### src/shared/dac_slope_params.svh
// Offsets, field positions, reset values and limits of the DAC comparator slope block
`ifndef DAC_SLOPE_PARAMS_SVH
`define DAC_SLOPE_PARAMS_SVH

// ==========================================================
// Register byte addresses
`define OFS_CHAN_CTRL_LOW    8'h00
`define OFS_CHAN_CTRL_HIGH   8'h04
`define OFS_UPPER_LIMIT      8'h08
`define OFS_LOWER_LIMIT      8'h0c
`define OFS_RAMP_CTRL_HIGH   8'h10
`define OFS_RAMP_CTRL_LOW    8'h14
`define OFS_RAMP_RATE        8'h18
`define OFS_RAMP_STATUS      8'h1c

// ==========================================================
// Field positions, channel control low
`define POS_CHANNEL_ENABLE   15
`define POS_IRQ_MODE_LSB     13
`define POS_BLANK_ENABLE     10
`define POS_ROUTE_ENABLE     9
`define POS_FILTER_ENABLE    8
`define POS_COMP_STATE       7
`define POS_COMP_INVERT      6
`define POS_COMPARATOR_INPUT_SELECT_LSB        3
`define POS_HYS_EDGE         2
`define POS_HYS_AMT_LSB      0

// ==========================================================
// Field positions, ramp control high
`define POS_RAMP_ENABLE      15
`define POS_HYST_MODE        11
`define POS_TRI_MODE         10
`define POS_RAMP_UP          9

// ==========================================================
// Field positions, ramp control low
`define POS_HCF_LSB          12
`define POS_STOPA_LSB        8
`define POS_STOPB_LSB        4
`define POS_START_LSB        0

// ==========================================================
// Write masks and reset values
`define MASK_CHAN_CTRL_LOW   16'he77f
`define MASK_CHAN_CTRL_HIGH  16'h03ff
`define MASK_LIMIT           16'h0fff
`define MASK_RAMP_CTRL_HIGH  16'h8e00
`define RESET_REG16          16'h0000

// ==========================================================
// Select codes, filter length and bus answers
`define SEL_CONST_ONE_FIRST  4'hd
`define SEL_HCF_ONE          4'hf
`define SEL_CMP_ONE_FIRST    4'h4
`define COMPARATOR_INPUT_SELECT_LAST_VALID     3'h3
`define FILTER_SAMPLES       3
`define RESP_OKAY            2'h0
`define RESP_SLVERR          2'h2

`endif

### src/shared/dac_slope_pkg.sv
// Types shared by the DAC comparator slope block
`default_nettype none
package dac_slope_pkg;

  // ==========================================================
  // Slope engine states
  typedef enum logic [1:0] {RAMP_IDLE, RAMP_RUN} ramp_state_t;

  // ==========================================================
  // Comparator analog setup carried to the comparator
  typedef struct packed {
    logic [2:0] comparator_input_select;
    logic       hysteresis_edge_select;
    logic [1:0] hysteresis_amount;
    logic       analog_output_route_enable;
  } analog_setup_t;

  // ==========================================================
  // PWM signals offered to the selectors
  typedef struct packed {
    logic [7:0] pwm_high;
    logic [7:0] pwm_trigger_first;
    logic [7:0] pwm_trigger_second;
    logic [2:0] comparator_outs;
  } pwm_sources_t;

endpackage
`default_nettype wire

### src/hw/dac_comparator_slope_control.sv
// DAC comparator control, limits and slope generator behind an AXI4-Lite slave
`include "dac_slope_params.svh"
`default_nettype none

// Overview of operation
// - Blank enable gates comparator output during recovery after slope completes.
// - Output route enable connects DAC voltage to the analog output pin.
// - Filter enable puts digital filter in comparator path, else bypassed.
// - Comparator state bit reads comparator output after polarity inversion.
// - Invert bit inverts comparator output; clear passes it unchanged.
// - Input select codes 0-3 pick inputs A-D; 4-7 reserved.
// - Hysteresis edge bit: set means falling edge, clear means rising edge.
// - Hysteresis amount: none, 15, 30 or 45 mV for codes 0-3.
// - Edge detection acts after polarity; mode changes may give spurious events.
// - Upper limit holds 12 bits, top four read zero; range 205-3890.
// - Lower limit supplies low value for hysteretic, slope and triangle modes.
// - Ramp enable clear stops slope and accumulator; set enables generation.
// - Direction bit set makes slope increase, clear makes it decrease.
// - Hysteretic control signal switches DAC source between upper and lower limit.
// - Each edge of hysteretic control flips polarity and starts blanking counter.
// - Hysteretic select: 1-8 PWM high outputs, 0 and 9-14 zero, 15 one.
// - Slope ends when either selected stop signal is asserted.
// - First stop select: 1-8 PWM second triggers, 0 zero, 13-15 one.
// - Second stop select: 1-3 comparator outputs, 0 zero, 4-15 one.
// - Start select: 1-8 PWM first triggers, 0 zero, 13-15 one.
// - Ramp rate is a 12.4 fixed-point step, left justified.
// - Channel enable clear disables channel and clears pending slope state.
// - Edge mode: 0 off, 1 rising, 2 falling, 3 either edge.
// - Blanking count sets blanking length after each hysteretic control edge and each slope completion.
module dac_comparator_slope_control
  import dac_slope_pkg::*;
(
  // Clock and reset
  input  wire logic          aclk,
  input  wire logic          aresetn,
  // AXI4-Lite write address
  input  wire logic [7:0]    s_axi_awaddr,
  input  wire logic          s_axi_awvalid,
  output logic               s_axi_awready,
  // AXI4-Lite write data
  input  wire logic [31:0]   s_axi_wdata,
  input  wire logic [3:0]    s_axi_wstrb,
  input  wire logic          s_axi_wvalid,
  output logic               s_axi_wready,
  // AXI4-Lite write response
  output logic [1:0]         s_axi_bresp,
  output logic               s_axi_bvalid,
  input  wire logic          s_axi_bready,
  // AXI4-Lite read address
  input  wire logic [7:0]    s_axi_araddr,
  input  wire logic          s_axi_arvalid,
  output logic               s_axi_arready,
  // AXI4-Lite read data
  output logic [31:0]        s_axi_rdata,
  output logic [1:0]         s_axi_rresp,
  output logic               s_axi_rvalid,
  input  wire logic          s_axi_rready,
  // Comparator and PWM sources
  input  wire logic          comparator_raw,
  input  wire pwm_sources_t  sources,
  // Analog side
  output analog_setup_t      analog_setup,
  output logic [11:0]        dac_code,
  output logic               comparator_out,
  output logic               comparator_edge_event,
  output logic               blanking_active
);

  // ==========================================================
  // Helpers
  function automatic logic [15:0] merge16(input logic [15:0] old, input logic [15:0] data,
                                          input logic [1:0] strb, input logic [15:0] mask);
    logic [15:0] m;
    m = {{8{strb[1]}}, {8{strb[0]}}} & mask;
    merge16 = (old & ~m) | (data & m);
  endfunction

  function automatic logic pick_pwm(input logic [3:0] sel, input logic [7:0] vec,
                                    input logic [3:0] one_first);
    if (sel >= one_first) begin
      pick_pwm = 1'b1;
    end else if (sel >= 4'h1 && sel <= 4'h8) begin
      pick_pwm = vec[3'(sel - 4'h1)];
    end else begin
      pick_pwm = 1'b0;
    end
  endfunction

  // ==========================================================
  // Registers
  logic [15:0] chan_low_reg;
  logic [15:0] chan_high_reg;
  logic [15:0] upper_reg;
  logic [15:0] lower_reg;
  logic [15:0] ramp_high_reg;
  logic [15:0] ramp_low_reg;
  logic [15:0] rate_reg;

  // ==========================================================
  // Field decode
  wire logic       channel_enable        = chan_low_reg[`POS_CHANNEL_ENABLE];
  wire logic [1:0] interrupt_edge_mode   = chan_low_reg[`POS_IRQ_MODE_LSB +: 2];
  wire logic       blank_enable          = chan_low_reg[`POS_BLANK_ENABLE];
  wire logic       comparator_filter_enable = chan_low_reg[`POS_FILTER_ENABLE];
  wire logic       comparator_invert     = chan_low_reg[`POS_COMP_INVERT];
  wire logic [9:0] blanking_count        = chan_high_reg[9:0];
  wire logic [11:0] upper_limit_value    = upper_reg[11:0];
  wire logic [11:0] lower_limit_value    = lower_reg[11:0];
  wire logic       ramp_enable           = ramp_high_reg[`POS_RAMP_ENABLE];
  wire logic       hysteretic_mode_enable = ramp_high_reg[`POS_HYST_MODE];
  wire logic       triangle_mode_enable  = ramp_high_reg[`POS_TRI_MODE];
  wire logic       ramp_direction_up     = ramp_high_reg[`POS_RAMP_UP];
  wire logic [3:0] hysteretic_control_select = ramp_low_reg[`POS_HCF_LSB +: 4];
  wire logic [3:0] ramp_stop_first_select  = ramp_low_reg[`POS_STOPA_LSB +: 4];
  wire logic [3:0] ramp_stop_second_select = ramp_low_reg[`POS_STOPB_LSB +: 4];
  wire logic [3:0] ramp_begin_select     = ramp_low_reg[`POS_START_LSB +: 4];
  wire logic [15:0] ramp_step_value      = rate_reg;  // 12.4 step

  // ==========================================================
  // Analog setup pass-through
  assign analog_setup.comparator_input_select =
      (chan_low_reg[`POS_COMPARATOR_INPUT_SELECT_LSB +: 3] <= `COMPARATOR_INPUT_SELECT_LAST_VALID) ?
      chan_low_reg[`POS_COMPARATOR_INPUT_SELECT_LSB +: 3] : 3'h0;
  assign analog_setup.hysteresis_edge_select = chan_low_reg[`POS_HYS_EDGE];
  assign analog_setup.hysteresis_amount = chan_low_reg[`POS_HYS_AMT_LSB +: 2];
  assign analog_setup.analog_output_route_enable =
      channel_enable & chan_low_reg[`POS_ROUTE_ENABLE];

  // ==========================================================
  // Source selection
  wire logic hyst_ctrl = (hysteretic_control_select == `SEL_HCF_ONE) ? 1'b1 :
                         pick_pwm(hysteretic_control_select, sources.pwm_high,
                                  4'hf);
  wire logic stop_first = pick_pwm(ramp_stop_first_select,
                                   sources.pwm_trigger_second,
                                   `SEL_CONST_ONE_FIRST);
  wire logic stop_second = (ramp_stop_second_select >= `SEL_CMP_ONE_FIRST) ? 1'b1 :
                           (ramp_stop_second_select == 4'h0) ? 1'b0 :
                           sources.comparator_outs[2'(ramp_stop_second_select - 4'h1)];
  wire logic ramp_stop = stop_first | stop_second;
  wire logic ramp_start = pick_pwm(ramp_begin_select, sources.pwm_trigger_first,
                                   `SEL_CONST_ONE_FIRST);

  // ==========================================================
  // Comparator filter, polarity and blanking
  logic [`FILTER_SAMPLES-1:0] filt_shift_reg;
  logic        filt_reg;
  logic        hyst_ctrl_reg;
  logic        hyst_flip_reg;
  logic [9:0]  blank_cnt_reg;
  logic        state_reg;

  wire logic filt_all_one  = &filt_shift_reg;
  wire logic filt_all_zero = ~|filt_shift_reg;
  wire logic filt_next = filt_all_one ? 1'b1 : filt_all_zero ? 1'b0 : filt_reg;
  wire logic comp_path = comparator_filter_enable ? filt_reg : comparator_raw;
  wire logic state_next = comp_path ^ comparator_invert ^ hyst_flip_reg;
  wire logic hyst_edge = hysteretic_mode_enable & (hyst_ctrl ^ hyst_ctrl_reg);

  assign blanking_active = blank_enable & (blank_cnt_reg != 10'h000);
  assign comparator_out = state_reg & ~blanking_active;

  wire logic rise = state_next & ~state_reg;
  wire logic fall = ~state_next & state_reg;
  wire logic edge_hit = (interrupt_edge_mode[0] & rise) |
                        (interrupt_edge_mode[1] & fall);

  // ==========================================================
  // Slope engine
  ramp_state_t ramp_state_reg;
  ramp_state_t ramp_state_next;
  logic [15:0] acc_reg;
  logic [15:0] acc_next;
  logic        tri_up_reg;
  logic        tri_up_next;
  logic        ramp_done;

  wire logic [15:0] upper_fx = {upper_limit_value, 4'h0};
  wire logic [15:0] lower_fx = {lower_limit_value, 4'h0};
  wire logic [16:0] acc_plus  = {1'b0, acc_reg} + {1'b0, ramp_step_value};
  wire logic [16:0] acc_minus = {1'b0, acc_reg} - {1'b0, ramp_step_value};
  wire logic hit_upper = acc_plus[16] | (acc_plus[15:0] >= upper_fx);
  wire logic hit_lower = acc_minus[16] | (acc_minus[15:0] <= lower_fx);
  wire logic slope_ok = channel_enable & ramp_enable;

  always_comb begin
    ramp_state_next = ramp_state_reg;
    acc_next = acc_reg;
    tri_up_next = tri_up_reg;
    ramp_done = 1'b0;
    unique case (ramp_state_reg)
      RAMP_IDLE: begin
        if (slope_ok && ramp_start) begin
          ramp_state_next = RAMP_RUN;
          tri_up_next = ramp_direction_up;
          acc_next = ramp_direction_up ? lower_fx : upper_fx;
        end
      end
      RAMP_RUN: begin
        if (!slope_ok) begin
          ramp_state_next = RAMP_IDLE;
        end else if (ramp_stop) begin
          ramp_state_next = RAMP_IDLE;
          ramp_done = 1'b1;
        end else if (tri_up_reg) begin
          acc_next = hit_upper ? upper_fx : acc_plus[15:0];
          if (hit_upper && triangle_mode_enable) begin
            tri_up_next = 1'b0;
          end
        end else begin
          acc_next = hit_lower ? lower_fx : acc_minus[15:0];
          if (hit_lower && triangle_mode_enable) begin
            tri_up_next = 1'b1;
          end
        end
      end
    endcase
  end

  // ==========================================================
  // DAC source choice
  wire logic [11:0] dac_code_next =
      (ramp_state_reg == RAMP_RUN) ? acc_reg[15:4] :
      hysteretic_mode_enable ? (hyst_ctrl ? upper_limit_value : lower_limit_value) :
      upper_limit_value;

  // ==========================================================
  // Comparator and slope state flops
  always_ff @(posedge aclk) begin
    if (!aresetn || !channel_enable) begin
      filt_shift_reg <= '0;
      filt_reg <= 1'b0;
      hyst_ctrl_reg <= 1'b0;
      hyst_flip_reg <= 1'b0;
      blank_cnt_reg <= 10'h000;
      state_reg <= 1'b0;
      comparator_edge_event <= 1'b0;
      ramp_state_reg <= RAMP_IDLE;
      acc_reg <= 16'h0000;
      tri_up_reg <= 1'b0;
      dac_code <= 12'h000;
    end else begin
      filt_shift_reg <= {filt_shift_reg[`FILTER_SAMPLES-2:0], comparator_raw};
      filt_reg <= filt_next;
      hyst_ctrl_reg <= hyst_ctrl;
      if (hyst_edge) begin
        hyst_flip_reg <= ~hyst_flip_reg;
      end
      if (hyst_edge || ramp_done) begin
        blank_cnt_reg <= blanking_count;
      end else if (blank_cnt_reg != 10'h000) begin
        blank_cnt_reg <= blank_cnt_reg - 10'h001;
      end
      state_reg <= state_next;
      comparator_edge_event <= edge_hit;
      ramp_state_reg <= ramp_state_next;
      acc_reg <= acc_next;
      tri_up_reg <= tri_up_next;
      dac_code <= dac_code_next;
    end
  end

  // ==========================================================
  // AXI4-Lite write path
  logic        aw_held_reg;
  logic [7:0]  aw_addr_reg;
  logic        w_held_reg;
  logic [31:0] w_data_reg;
  logic [3:0]  w_strb_reg;

  assign s_axi_awready = ~aw_held_reg & ~s_axi_bvalid;
  assign s_axi_wready  = ~w_held_reg & ~s_axi_bvalid;

  wire logic        do_write = aw_held_reg & w_held_reg & ~s_axi_bvalid;
  wire logic [15:0] wd = w_data_reg[15:0];
  wire logic [1:0]  ws = w_strb_reg[1:0];
  wire logic        wr_hit = (aw_addr_reg[7:2] <= 6'(`OFS_RAMP_STATUS >> 2)) &&
                             (aw_addr_reg[1:0] == 2'h0);

  always_ff @(posedge aclk) begin
    if (!aresetn) begin
      aw_held_reg <= 1'b0;
      aw_addr_reg <= 8'h00;
      w_held_reg <= 1'b0;
      w_data_reg <= 32'h0000_0000;
      w_strb_reg <= 4'h0;
      s_axi_bvalid <= 1'b0;
      s_axi_bresp <= `RESP_OKAY;
    end else begin
      if (s_axi_awvalid && s_axi_awready) begin
        aw_held_reg <= 1'b1;
        aw_addr_reg <= s_axi_awaddr;
      end
      if (s_axi_wvalid && s_axi_wready) begin
        w_held_reg <= 1'b1;
        w_data_reg <= s_axi_wdata;
        w_strb_reg <= s_axi_wstrb;
      end
      if (do_write) begin
        aw_held_reg <= 1'b0;
        w_held_reg <= 1'b0;
        s_axi_bvalid <= 1'b1;
        s_axi_bresp <= wr_hit ? `RESP_OKAY : `RESP_SLVERR;
      end else if (s_axi_bvalid && s_axi_bready) begin
        s_axi_bvalid <= 1'b0;
      end
    end
  end

  // ==========================================================
  // Register file
  always_ff @(posedge aclk) begin
    if (!aresetn) begin
      chan_low_reg <= `RESET_REG16;
      chan_high_reg <= `RESET_REG16;
      upper_reg <= `RESET_REG16;
      lower_reg <= `RESET_REG16;
      ramp_high_reg <= `RESET_REG16;
      ramp_low_reg <= `RESET_REG16;
      rate_reg <= `RESET_REG16;
    end else if (do_write) begin
      unique case (aw_addr_reg)
        `OFS_CHAN_CTRL_LOW:  chan_low_reg  <= merge16(chan_low_reg, wd, ws,
                                                      `MASK_CHAN_CTRL_LOW);
        `OFS_CHAN_CTRL_HIGH: chan_high_reg <= merge16(chan_high_reg, wd, ws,
                                                      `MASK_CHAN_CTRL_HIGH);
        `OFS_UPPER_LIMIT:    upper_reg <= merge16(upper_reg, wd, ws, `MASK_LIMIT);
        `OFS_LOWER_LIMIT:    lower_reg <= merge16(lower_reg, wd, ws, `MASK_LIMIT);
        `OFS_RAMP_CTRL_HIGH: ramp_high_reg <= merge16(ramp_high_reg, wd, ws,
                                                      `MASK_RAMP_CTRL_HIGH);
        `OFS_RAMP_CTRL_LOW:  ramp_low_reg <= merge16(ramp_low_reg, wd, ws, 16'hffff);
        `OFS_RAMP_RATE:      rate_reg <= merge16(rate_reg, wd, ws, 16'hffff);
        default: ;
      endcase
    end
  end

  // ==========================================================
  // AXI4-Lite read path
  logic [15:0] rd_word;
  logic        rd_hit;

  always_comb begin
    rd_hit = 1'b1;
    unique case (s_axi_araddr)
      `OFS_CHAN_CTRL_LOW:  rd_word = {chan_low_reg[15:8], state_reg, chan_low_reg[6:0]};
      `OFS_CHAN_CTRL_HIGH: rd_word = chan_high_reg;
      `OFS_UPPER_LIMIT:    rd_word = upper_reg;
      `OFS_LOWER_LIMIT:    rd_word = lower_reg;
      `OFS_RAMP_CTRL_HIGH: rd_word = ramp_high_reg;
      `OFS_RAMP_CTRL_LOW:  rd_word = ramp_low_reg;
      `OFS_RAMP_RATE:      rd_word = rate_reg;
      `OFS_RAMP_STATUS:    rd_word = {2'h0, blank_cnt_reg, 1'b0, blanking_active,
                                      tri_up_reg, ramp_state_reg == RAMP_RUN};
      default: begin
        rd_word = 16'h0000;
        rd_hit = 1'b0;
      end
    endcase
  end

  assign s_axi_arready = ~s_axi_rvalid;

  always_ff @(posedge aclk) begin
    if (!aresetn) begin
      s_axi_rvalid <= 1'b0;
      s_axi_rdata <= 32'h0000_0000;
      s_axi_rresp <= `RESP_OKAY;
    end else if (s_axi_arvalid && s_axi_arready) begin
      s_axi_rvalid <= 1'b1;
      s_axi_rdata <= {16'h0000, rd_word};
      s_axi_rresp <= rd_hit ? `RESP_OKAY : `RESP_SLVERR;
    end else if (s_axi_rvalid && s_axi_rready) begin
      s_axi_rvalid <= 1'b0;
    end
  end

endmodule // dac_comparator_slope_control
`default_nettype wire

### config.mk
export PLATFORM = sky130hd
export DESIGN_NAME = dac_comparator_slope_control
export DESIGN_NICKNAME = d
export VERILOG_FILES = /design/src/shared/dac_slope_pkg.sv /design/src/hw/dac_comparator_slope_control.sv
export VERILOG_INCLUDE_DIRS = /design/src /design/src/shared
export SDC_FILE = /design/constraint.sdc
export NUM_CORES = 1
export LEC_CHECK = 0
export ABC_AREA = 0
export BUFFER_PORTS_ARGS = -buffer_cell sky130_fd_sc_hd__buf_2
export CAP_MARGIN = 25
export CORE_MARGIN = 2
export CORE_UTILIZATION = 41
export DETAILED_ROUTE_END_ITERATION = 7
export GPL_TIMING_DRIVEN = 0
export PLACE_DENSITY = 0.57
export SLEW_MARGIN = 15
export SYNTH_ARGS = -nofsm -noshare
export SYNTH_HDL_FRONTEND = slang
export SYNTH_SLANG_ARGS = --single-unit
### constraint.sdc
create_clock -name aclk -period 5.6 [get_ports aclk]
set_input_delay 1.12 -clock aclk [delete_from_list [all_inputs] [get_ports aclk]]
set_output_delay 1.12 -clock aclk [all_outputs]
set_load 0.1 [all_outputs]
After elaboration in Yosys (flattened, before gate mapping)
Cells that the tools add are included.
{"block": "totals", "regBits": 211, "inputBits": 87, "out_inout_bits": 63, "word_cells": 220}
{"block": "op_classes", "n_addsub": 7, "n_lt_le_gt_ge": 18, "n_eq_ne": 20, "mux": 56, "n_bitwise": 53, "n_reduce_logical": 38}
{"cell": "$and A16 B16 Y16", "n": 10}
{"cell": "$pmux W16 S8", "n": 1}
{"cell": "$mux W16", "n": 7}
{"cell": "$or A16 B16 Y16", "n": 7}
{"cell": "$eq A8 B5 Y1 const B", "n": 7}
{"cell": "$not A16 Y16", "n": 3}
{"cell": "$mux W12", "n": 3}
{"cell": "$eq A8 B4 Y1 const B", "n": 4}
{"cell": "$pmux W16 S2", "n": 1}
{"cell": "$mux W1", "n": 30}
{"cell": "$mux W10", "n": 2}
{"cell": "$add A16 B16 Y17", "n": 1}
{"cell": "$sub A16 B16 Y17", "n": 1}
{"cell": "$and A16 B10 Y16", "n": 1}
{"cell": "$and A16 B12 Y16", "n": 1}
{"cell": "$eq A8 B3 Y1 const B", "n": 2}
{"cell": "$ge A16 B16 Y1", "n": 1}
{"cell": "$le A16 B16 Y1", "n": 1}
{"cell": "$logic_not A8 Y1", "n": 2}
{"cell": "$not A10 Y16", "n": 1}
{"cell": "$not A12 Y16", "n": 1}
{"cell": "$reduce_and A2 Y1", "n": 8}
{"cell": "$and A1 B1 Y1", "n": 13}
{"cell": "$ge A4 B1 Y1 const B", "n": 3}
{"cell": "other kinds (34)", "n": 81}

Longest topological paths before layout
Gate-level depths: netlist (run 1).
{"block": "depth", "ltp_word": 11, "mapped_depth": 20, "mapped_depth_nobuf": 18}

Worst setup path before layout (run 1)
No wires, ideal clock.
{"block": "synth_path", "kind": "reg-to-output", "start": "reg blank_cnt_reg[0]", "end": "out comparator_out", "arrival_time_ns": 3.389, "required_ns": 4.480, "slack_ns": 1.091, "path_stages_with_launch": 8, "n_path_buf": 0, "cell_sequence": "dfxtp_1 -> inv_1 -> ha_1 -> nand3_1 -> or3_1 -> nor3_2 -> nor2b_1 -> nor2_1"}
{"block": "synth_via", "elab_chain_cells": 4}
{"element": "from (decl)", "line": "dac_comparator_slope_control.sv:150", "source": "logic [9:0] blank_cnt_reg;"}
{"element": "from (signal assigned)", "line": "dac_comparator_slope_control.sv:250", "source": "blank_cnt_reg <= blanking_count;"}
{"element": "from (signal assigned)", "line": "dac_comparator_slope_control.sv:252", "source": "blank_cnt_reg <= blank_cnt_reg - 10'h001;"}
{"element": "$reduce_bool A10 Y1", "line": "dac_comparator_slope_control.sv:160", "source": "assign blanking_active = blank_enable & (blank_cnt_reg != 10'h000);"}
{"element": "$and A1 B1 Y1", "line": "dac_comparator_slope_control.sv:160"}
{"element": "named net blanking_active", "line": "dac_comparator_slope_control.sv:66", "source": "output logic blanking_active"}
{"element": "$not A1 Y1", "line": "dac_comparator_slope_control.sv:161", "source": "assign comparator_out = state_reg & ~blanking_active;"}
{"element": "$and A1 B1 Y1", "line": "dac_comparator_slope_control.sv:161"}
{"element": "to (decl)", "line": "dac_comparator_slope_control.sv:64", "source": "output logic comparator_out,"}
The timed path passes the listed nets, and every way through them passes these cells.

==> flow_summary.ini, run 1 <==
[outcome]
status = finished clean

[cts]
ctsResizeCount = 0
clk_pin_slew_ps = 80
cts_inserted_buffers = 17
htreeDepth = 4
cts_buffer_depth = 2
cts_hold_buf = 0
cts_tree = built
clkLatencyLatePin_ps = 450
postCtsSetupBuffers = 0
root_buffer = clkbuf_16
cts.sinks = 179

[finish]
fin_cells = 1957
layout-drive-gt1-share_pct = 14.9
finish.utilization_pct = 47.8
antenna_cells = 0
nets = 1720
syn_to_final_growth_pct = 14.6

[yosys]
yosysTopAreaCell = dfxtp_1
synth_top_cell_area_share_pct = 30.9
yosysSeqAreaShare_pct = 30.9
ys_ff_latch = 179
post-synth-top-count-cell = nand2_1
yosys_most_used_dff = dfxtp_1
yosys-top-cells-count = 190 x nand2_1, 179 x dfxtp_1, 127 x nor2_1, 72 x a21boi_0, 69 x inv_1
ys_top_cells_by_area = dfxtp_1 31%, ha_1 7.0%, nand2_1 6.2%, mux2i_1 5.9%, a21boi_0 4.7%
synth_edf_count = 0
ys_types = 90
async_flop_share_pct = 0
netlist_area_sq_um = 11600
netlist_instances = 1420
ys_warn_count = 0
synth.avg_cell_area_sq_um = 8.16

[die]
core_area_sq_um = 27800
die-area_sq_um = 29600
initial_core_util_pct = 41.7
rows = 61
die_h_um = 172
die_w_um = 172
pin_count = 150

[drt]
wire_per_inst_um = 21.6
drt_iter0_drc = 1079
drc = 0
drt-pass1-iter-count = 6
ant_nets = 0
vias = 11000
wl_um = 42300
viasPerCell = 5.65

[hold_path]
min_path_cells = 2
whs_endpoint = filt_reg
hp-class = reg2reg
hold_path_startpoint = filt_shift_reg[1]

[place]
place_congestion = 0.962
dp.cells = 1925
io_buffers = 109
dp_hpwl_um = 33500
pre_cts_ws_ps = 397

[timing]
finalSetupTns_ps = 0
worst_slack_ps = 250
min_period_over_period_pct = 95.5
clock_skew_ps = 19.4
setup_viol = 0
grt_setup_unrepaired = false
slew_headroom_pct = 43.3
slew_viol_final = 0
fmax_ghz = 0.187
period_needed_ps = 5350
worst_slew_pin_slew_ps = 846
hold_violations = 0

[global_routing]
overflow = 0
grt_max_degree = 21
grt_pass1_vias = 10300
grt_first_pass_wirelength_um = 62800
grt.total_usage_pct = 28.8
grt_antenna_before_repair = 0

[power_and_ir_drop]
pwr-share-comb_pct = 11.0
irDropWorstVdd_mv = 0.189
power_density_nw_per_um2 = 216
sw_frac_of_total_pct = 31.1
finalPower_mw = 2.87
internal_power_mw = 1.98
leakage_nw = 5.37
p_sw_mw = 0.894
p_clk_share_pct = 42.8
seqPwrFrac_pct = 46.2

[critical_path]
rr_endpoint = acc_reg[12]
arrival_ps = 5700
crit_fanout = 10
max_stage_delay_ps = 520
path_class = reg2reg
path_delay_family = compound AO/OA/AOI/OAI gates
r2r_setup_slack_ps = 250
start_kind = register
critPathCaptureType = register
required_ps = 5950
reg2regPathDepth = 18
path_cells = ha_1 -> inv_1 -> fa_1 -> a211oi_2 -> o21ai_1 -> o21ai_2 -> a21boi_0 -> or3b_2 -> ha_1 -> nand4_1 -> nor2_1 -> a21boi_0 -> a2111o_1 -> o211ai_4 -> buf_4 -> mux2i_1 -> o311ai_1 -> a311oi_1
cp_slowest_cell = or3b_2
crit_buf_inv = 2

[flow_run]
maxCapViolCount = 0
## placed cells by master, fill, tap and decap left out, types with 15 or more instances in the layout
cell type	count
inv_1	69
xnor2_1	21
nand2_1	190
clkbuf_1	58
dfxtp_1	179
nor2_1	127
o21ai_0	44
a21oi_1	60
nand3_1	56
nor2b_1	54
a22oi_1	15
buf_4	30
mux2i_1	68
nor3_1	23
ha_1	65
a211oi_1	23
a31oi_1	17
buf_2	120
clkbuf_16	17
a21boi_0	72
conb_1	19
## kinds of logic after synthesis
| family | after synthesis | synth area share, % |
|---|---|---|
| buffers and inverters | 174 | 6.92 |
| other | 1 | 0.0324 |
| AND/OR/NAND/NOR | 532 | 22.0 |
| XOR/XNOR | 35 | 2.65 |
| AO/OA/AOI/OAI | 348 | 21.9 |
| flip-flops | 179 | 30.9 |
| adder cells (fa/ha/maj) | 67 | 7.36 |
| multiplexers | 84 | 8.17 |
## final cells by class
cell class                      instances  area (sq um)
Sequential cell                       179          3580
Inverter                               70           263
Buffer                                104           539
Tap cell                              378           473
Clock inverter                         15           184
Timing Repair Buffer                  109           546
Multi-Input combinational cell       1085          7270
Clock buffer                           17           425
Fill cell                            2867         14500
## worst max path at each step
stage	from	endpoint	cells after the start
3_5_place_dp	register	acc_reg[8]	17
2_1_floorplan	blank_cnt_reg[0]	comparator_out	7
6_report	register	acc_reg[12]	18
5_1_grt	register	acc_reg[8]	18
4_1_cts	register	acc_reg[8]	17
3_3_place_gp	register	acc_reg[8]	17
## worst reg2reg max path: stages (launching register included)
cell	delay, ps
dfxtp_1	500
ha_1	240
inv_1	60
fa_1	480
a211oi_2	220
o21ai_1	200
o21ai_2	360
a21boi_0	140
or3b_2	520
ha_1	340
nand4_1	130
nor2_1	290
a21boi_0	450
a2111o_1	220
o211ai_4	180
buf_4	280
mux2i_1	160
o311ai_1	170
a311oi_1	310
## stage by stage
step | instance area (sq um) | hold slack (ps)
4_1_cts | 13300 | 461
5_1_grt | 13300 | 497
3_3_place_gp | 12700 | 439
6_report | 13300 | 455
3_5_place_dp | 12700 | 447
2_1_floorplan | 11700 | 428
## power groups by stage
| stage | Combinational, mW | Clock [mW] | Sequential, mW |
|---|---|---|---|
| finish | 0.315 | 1.23 | 1.33 |
| global route | 0.337 | 1.29 | 1.33 |
| detailed placement | 0.314 | 0 | 1.36 |
| floorplan | 0.178 | 0 | 1.41 |
| global placement | 0.314 | 0 | 1.36 |
| CTS | 0.314 | 1.24 | 1.33 |
## per-layer routing
metal	track usage [%]	vias to the layer above	wire, um
met2	44.2	464	18300
met1	39.6	5230	19100
met5	0	-	0
met4	9.50	0	1400
met3	6.75	73	3500
li1	-	5282	-
(Power assumes the default switching activity.)
==> inputs of run 2 (changes only) <==
--- a/config.mk
+++ b/config.mk
@@ -14,6 +14,7 @@
 export DETAILED_ROUTE_END_ITERATION = 7
 export GPL_TIMING_DRIVEN = 0
 export PLACE_DENSITY = 0.57
+export SETUP_SLACK_MARGIN = 0.5
 export SLEW_MARGIN = 15
 export SYNTH_ARGS = -nofsm -noshare
 export SYNTH_HDL_FRONTEND = slang
==> run 2 against run 1 <==
Net effect:
- non-clock buffer count up 1
- clock power about the same
- cell count about the same
- first-iteration DRC count up 4.1%
- worst setup slack better by 460 ps
- critical endpoint is now acc_reg[8]
- highest routed layer unchanged
==> flow_summary.ini, run 2 (synthesized netlist as in run 1, its figures left out) <==
[place]
place_congestion = 0.962
dp.cells = 1925
pre_cts_ws_ps = 397
io_buffers = 109
dp_hpwl_um = 33500

[drt]
wire_per_inst_um = 21.6
drt_iter0_drc = 1123
viasPerCell = 5.65
wl_um = 42300
drc = 0
ant_nets = 0
drt-pass1-iter-count = 5
vias = 11100

[die]
die_h_um = 172
initial_core_util_pct = 41.7
die-area_sq_um = 29600
die_w_um = 172
pin_count = 150
rows = 61
core_area_sq_um = 27800

[timing]
setup_viol = 0
min_period_over_period_pct = 87.3
hold_violations = 0
finalSetupTns_ps = 0
worst_slew_pin_slew_ps = 872
worst_slack_ps = 713
fmax_ghz = 0.205
period_needed_ps = 4890
whs_ps = 456
slew_headroom_pct = 41.9
slew_viol_final = 0
grt_setup_unrepaired = false
clock_skew_ps = 18.9

[global_routing]
grt_max_degree = 21
overflow = 0
grt.total_usage_pct = 28.8
grt_antenna_before_repair = 0
grt_first_pass_wirelength_um = 62800
grt_pass1_vias = 10300

[critical_path]
critPathCaptureType = register
start_kind = register
required_ps = 5950
reg2regPathDepth = 18
arrival_ps = 5230
rr_endpoint = acc_reg[8]
crit_fanout = 10
path_class = reg2reg
r2r_setup_slack_ps = 710

[flow_run]
maxCapViolCount = 0

[outcome]
status = finished clean

[finish]
multi_input_area_sq_um = 7290
fin_cells = 1958
num-fill-cells = 2865
syn_to_final_growth_pct = 15.0
mostFrequentLayoutCells = 190 x nand2_1, 174 x dfxtp_1, 127 x nor2_1
mostFrequentLayoutCell = nand2_1
seq_area_sq_um = 3590
antenna_cells = 0
nets = 1721
layout-drive-gt1-share_pct = 15.6

[cts]
cts.sinks = 179
cts_buffer_depth = 2
clkLatencyLatePin_ps = 450
clk_pin_slew_ps = 80
cts_inserted_buffers = 17
cts_tree = built
htreeDepth = 4
root_buffer = clkbuf_16

[power_and_ir_drop]
leakage_nw = 5.39
finalPower_mw = 2.88
irDropWorstVdd_mv = 0.189
power_density_nw_per_um2 = 216

[hold_path]
hp-class = reg2reg
min_path_cells = 2
hold_path_startpoint = filt_shift_reg[1]
whs_endpoint = filt_reg
## run 2: cell types whose count changed in the layout (fill, tap and decap cells not counted), sizes merged
cell / delta
buf: +1
## run 2: where the power goes
part           switching [mW]  internal [mW]
clock                   0.625          0.607
combinational           0.237         0.0775
sequential             0.0331           1.30
total                   0.896           1.98
## run 2: stage by stage
step | cell area [sq um] | util (%)
2_1_floorplan | 11700 | -
3_3_place_gp | 12700 | 45.6
3_5_place_dp | 12700 | 45.6
4_1_cts | 13300 | 47.8
5_1_grt | 13300 | 47.9
6_report | 13300 | 47.9
## run 2: layout make-up
cell class	instances	share of cell area [%]
Buffer	104	4.08
Clock buffer	17	3.19
Clock inverter	15	1.38
Inverter	70	1.97
Multi-Input combinational cell	1085	54.7
Sequential cell	179	26.9
Tap cell	378	3.55
Timing Repair Buffer	110	4.15
## run 2: repair_timing
action                     CTS  global route
hold buffers                 0             0
resized for setup            2             9
setup endpoints to repair    6            16
buffers inserted             0             1
cloned                       0             0
pin swaps                    1             1
## run 2: critical path: stages, from the launching register on
cell and delay, ps:
dfxtp_2 420, ha_1 210, inv_1 60, fa_1 480
a211oi_2 250, o21ai_2 140, o21ai_2 280, a21boi_0 130
or3b_2 520, ha_1 330, nand4_1 120, nor2_1 110
a21boi_2 190, a2111o_1 400, o211ai_4 210, buf_6 240
mux2i_1 210, o311ai_1 160, a311oi_1 310
## run 2: per-layer routing
metal	global-route usage, %	part of all wire (%)	vias to the layer above
li1	-	-	5292
met1	39.6	45	5229
met2	44.2	43	481
met3	6.75	8.7	68
met4	9.50	3.1	0
met5	0	0	-
## run 2: worst max-delay path by stage
stage,end,slack [ps],from
after floorplan,comparator_out,1090,blank_cnt_reg[0]
after global placement,acc_reg[8],370,register
final,acc_reg[8],710,register
after global routing,acc_reg[8],550,register
after CTS,acc_reg[8],500,register
after detailed placement,acc_reg[8],400,register
==> inputs of run 3 (changes only) <==
--- a/config.mk
+++ b/config.mk
@@ -14,6 +14,7 @@
 export DETAILED_ROUTE_END_ITERATION = 7
 export GPL_TIMING_DRIVEN = 0
 export PLACE_DENSITY = 0.57
+export REMOVE_ABC_BUFFERS = 1
 export SETUP_SLACK_MARGIN = 0.5
 export SLEW_MARGIN = 15
 export SYNTH_ARGS = -nofsm -noshare
==> run 3 against run 2 <==
Net effect:
- die area unchanged
- cell count down 4.6%
- global-route usage down 4.9 points
- critical path depth unchanged
- clock-buffer cell count unchanged
- via count down 6.1%
- sequential share of layout area up 0.75 points
- worst setup slack worse by 23 ps
- clock power about the same
- clock skew down 3.8 ps
- critical path type unchanged
- highest routed layer unchanged
==> flow_summary.ini, run 3 (synthesized netlist as in run 1, its figures left out) <==
[finish]
mostFrequentLayoutCell = nand2_1
syn_to_final_growth_pct = 11.7
mostFrequentLayoutCells = 189 x nand2_1, 178 x dfxtp_1, 125 x nor2_1
nets = 1632
layout-drive-gt1-share_pct = 14.4
finish.utilization_pct = 46.6
fin_cells = 1868
num-fill-cells = 2816
antenna_cells = 0

[timing]
min_period_over_period_pct = 87.7
worst_slew_pin_slew_ps = 1060
slew_viol_final = 0
clock_skew_ps = 15.1
grt_setup_unrepaired = true
slew_headroom_pct = 29.1
hold_violations = 0
finalSetupTns_ps = 0
worst_slack_ps = 691
setup_viol = 0
period_needed_ps = 4910
fmax_ghz = 0.204

[drt]
wire_per_inst_um = 18.9
topRoutingLayerUsed = met4
drc = 0
wl_met2_um = 15800
ant_nets = 0
viasPerCell = 5.56
detailroute.wirelength.met3_um = 1720
met1_length_um = 16400
drt_iter0_drc = 877
drt-pass1-iter-count = 5
vias = 10400
wl_um = 35300

[die]
die_h_um = 172
die_w_um = 172
pin_count = 150
core_area_sq_um = 27800
rows = 61
initial_core_util_pct = 41.7
die-area_sq_um = 29600

[global_routing]
grt_antenna_before_repair = 0
overflow = 0
grt_first_pass_wirelength_um = 54200
grt_pass1_vias = 9571
grt_max_degree = 93
grt.total_usage_pct = 23.9

[critical_path]
required_ps = 5930
arrival_ps = 5240
start_kind = register
rr_endpoint = acc_reg[5]
crit_fanout = 13
r2r_setup_slack_ps = 690
crit_end = acc_reg[5]
critPathCaptureType = register
reg2regPathDepth = 18
path_class = reg2reg

[cts]
cts.sinks = 179
cts_tree = built
cts_inserted_buffers = 17
clk_pin_slew_ps = 80
root_buffer = clkbuf_16
clkLatencyLatePin_ps = 440
cts_buffer_depth = 2
htreeDepth = 4

[place]
dp_hpwl_um = 26700
pre_cts_ws_ps = 442
place_congestion = 0.898
io_buffers = 112
dp.cells = 1831

[power_and_ir_drop]
internal_power_mw = 2.00
sw_frac_of_total_pct = 29.9
power_density_nw_per_um2 = 220
pwr-share-comb_pct = 10.4
leakage_nw = 5.19
seqPwrFrac_pct = 46.5
p_clk_share_pct = 43.1
irDropWorstVdd_mv = 0.161
p_sw_mw = 0.854
finalPower_mw = 2.85

[hold_path]
hp-class = reg2reg
hold_path_startpoint = filt_shift_reg[1]

[outcome]
status = finished clean

[flow_run]
maxCapViolCount = 0
run 3: cell types whose count changed in the layout (fill, tap and decap cells not counted), sizes merged:
cell,previous run,this run
bufinv,0,1
clkinvlp,2,3
clkbuf,75,17
clkinv,6,3
buf,156,125
run 3: metrics by stage:
step | hold slack, ps | instance area (sq um)
after floorplan | 428 | 11100
after global placement | 440 | 12100
after detailed placement | 456 | 12300
after CTS | 460 | 12900
after global routing | 492 | 12900
final | 463 | 12900
run 3: worst min path at each step:
stage / end / slack (ps) / cells after the start
final: filt_reg / 460 / 2
after global routing: acc_reg[0] / 490 / 2
after CTS: filt_reg / 460 / 2
after detailed placement: filt_reg / 460 / 2
after global placement: filt_reg / 440 / 2
after floorplan: filt_reg / 430 / 2
run 3: routing by layer:
metal / track usage [%] / vias to the layer above
li1: - / 5126
met1: 32.7 / 4872
met2: 38.3 / 327
met3: 2.86 / 69
met4: 9.50 / 0
met5: 0 / -
run 3: worst max-delay path, stage by stage, from the launching register on:
cell      delay (ps)
dfxtp_1          400
ha_1             200
inv_1             60
fa_1             480
a211oi_2         220
o21ai_1          210
o21ai_2          290
a21boi_0         120
or3b_2           520
ha_1             340
nand4_1          170
nor2_1           280
a21boi_2         290
a2111o_1         210
o211ai_4         200
buf_4            230
mux2_2           220
nor2_1            40
o41ai_1          320
run 3: area by class of cell:
| cell class | instances | area (sq um) | share of cell area (%) |
|---|---|---|---|
| well taps | 378 | 473 | 3.66 |
| inverters | 70 | 263 | 2.03 |
| multi-input cells | 1085 | 7300 | 56.4 |
| flip-flops and latches | 179 | 3580 | 27.7 |
| clock buffers | 17 | 425 | 3.29 |
| repair buffers | 125 | 727 | 5.62 |
| clock inverters | 14 | 165 | 1.28 |
run 3: timing repair:
| item | CTS | global route |
|---|---|---|
| gates resized for setup | 1 | 4 |
| buffers inserted | 0 | 6 |
| hold buffers | 0 | 0 |
| setup endpoints to repair | 3 | 13 |
| pin swaps | 0 | 2 |
run 3: power by group through the flow:
stage	combinational (mW)	clock (mW)	sequential (mW)
after floorplan	0.146	0	1.41
after global placement	0.295	0	1.36
after detailed placement	0.298	0	1.36
after CTS	0.299	1.25	1.33
after global routing	0.315	1.30	1.33
final	0.297	1.23	1.33
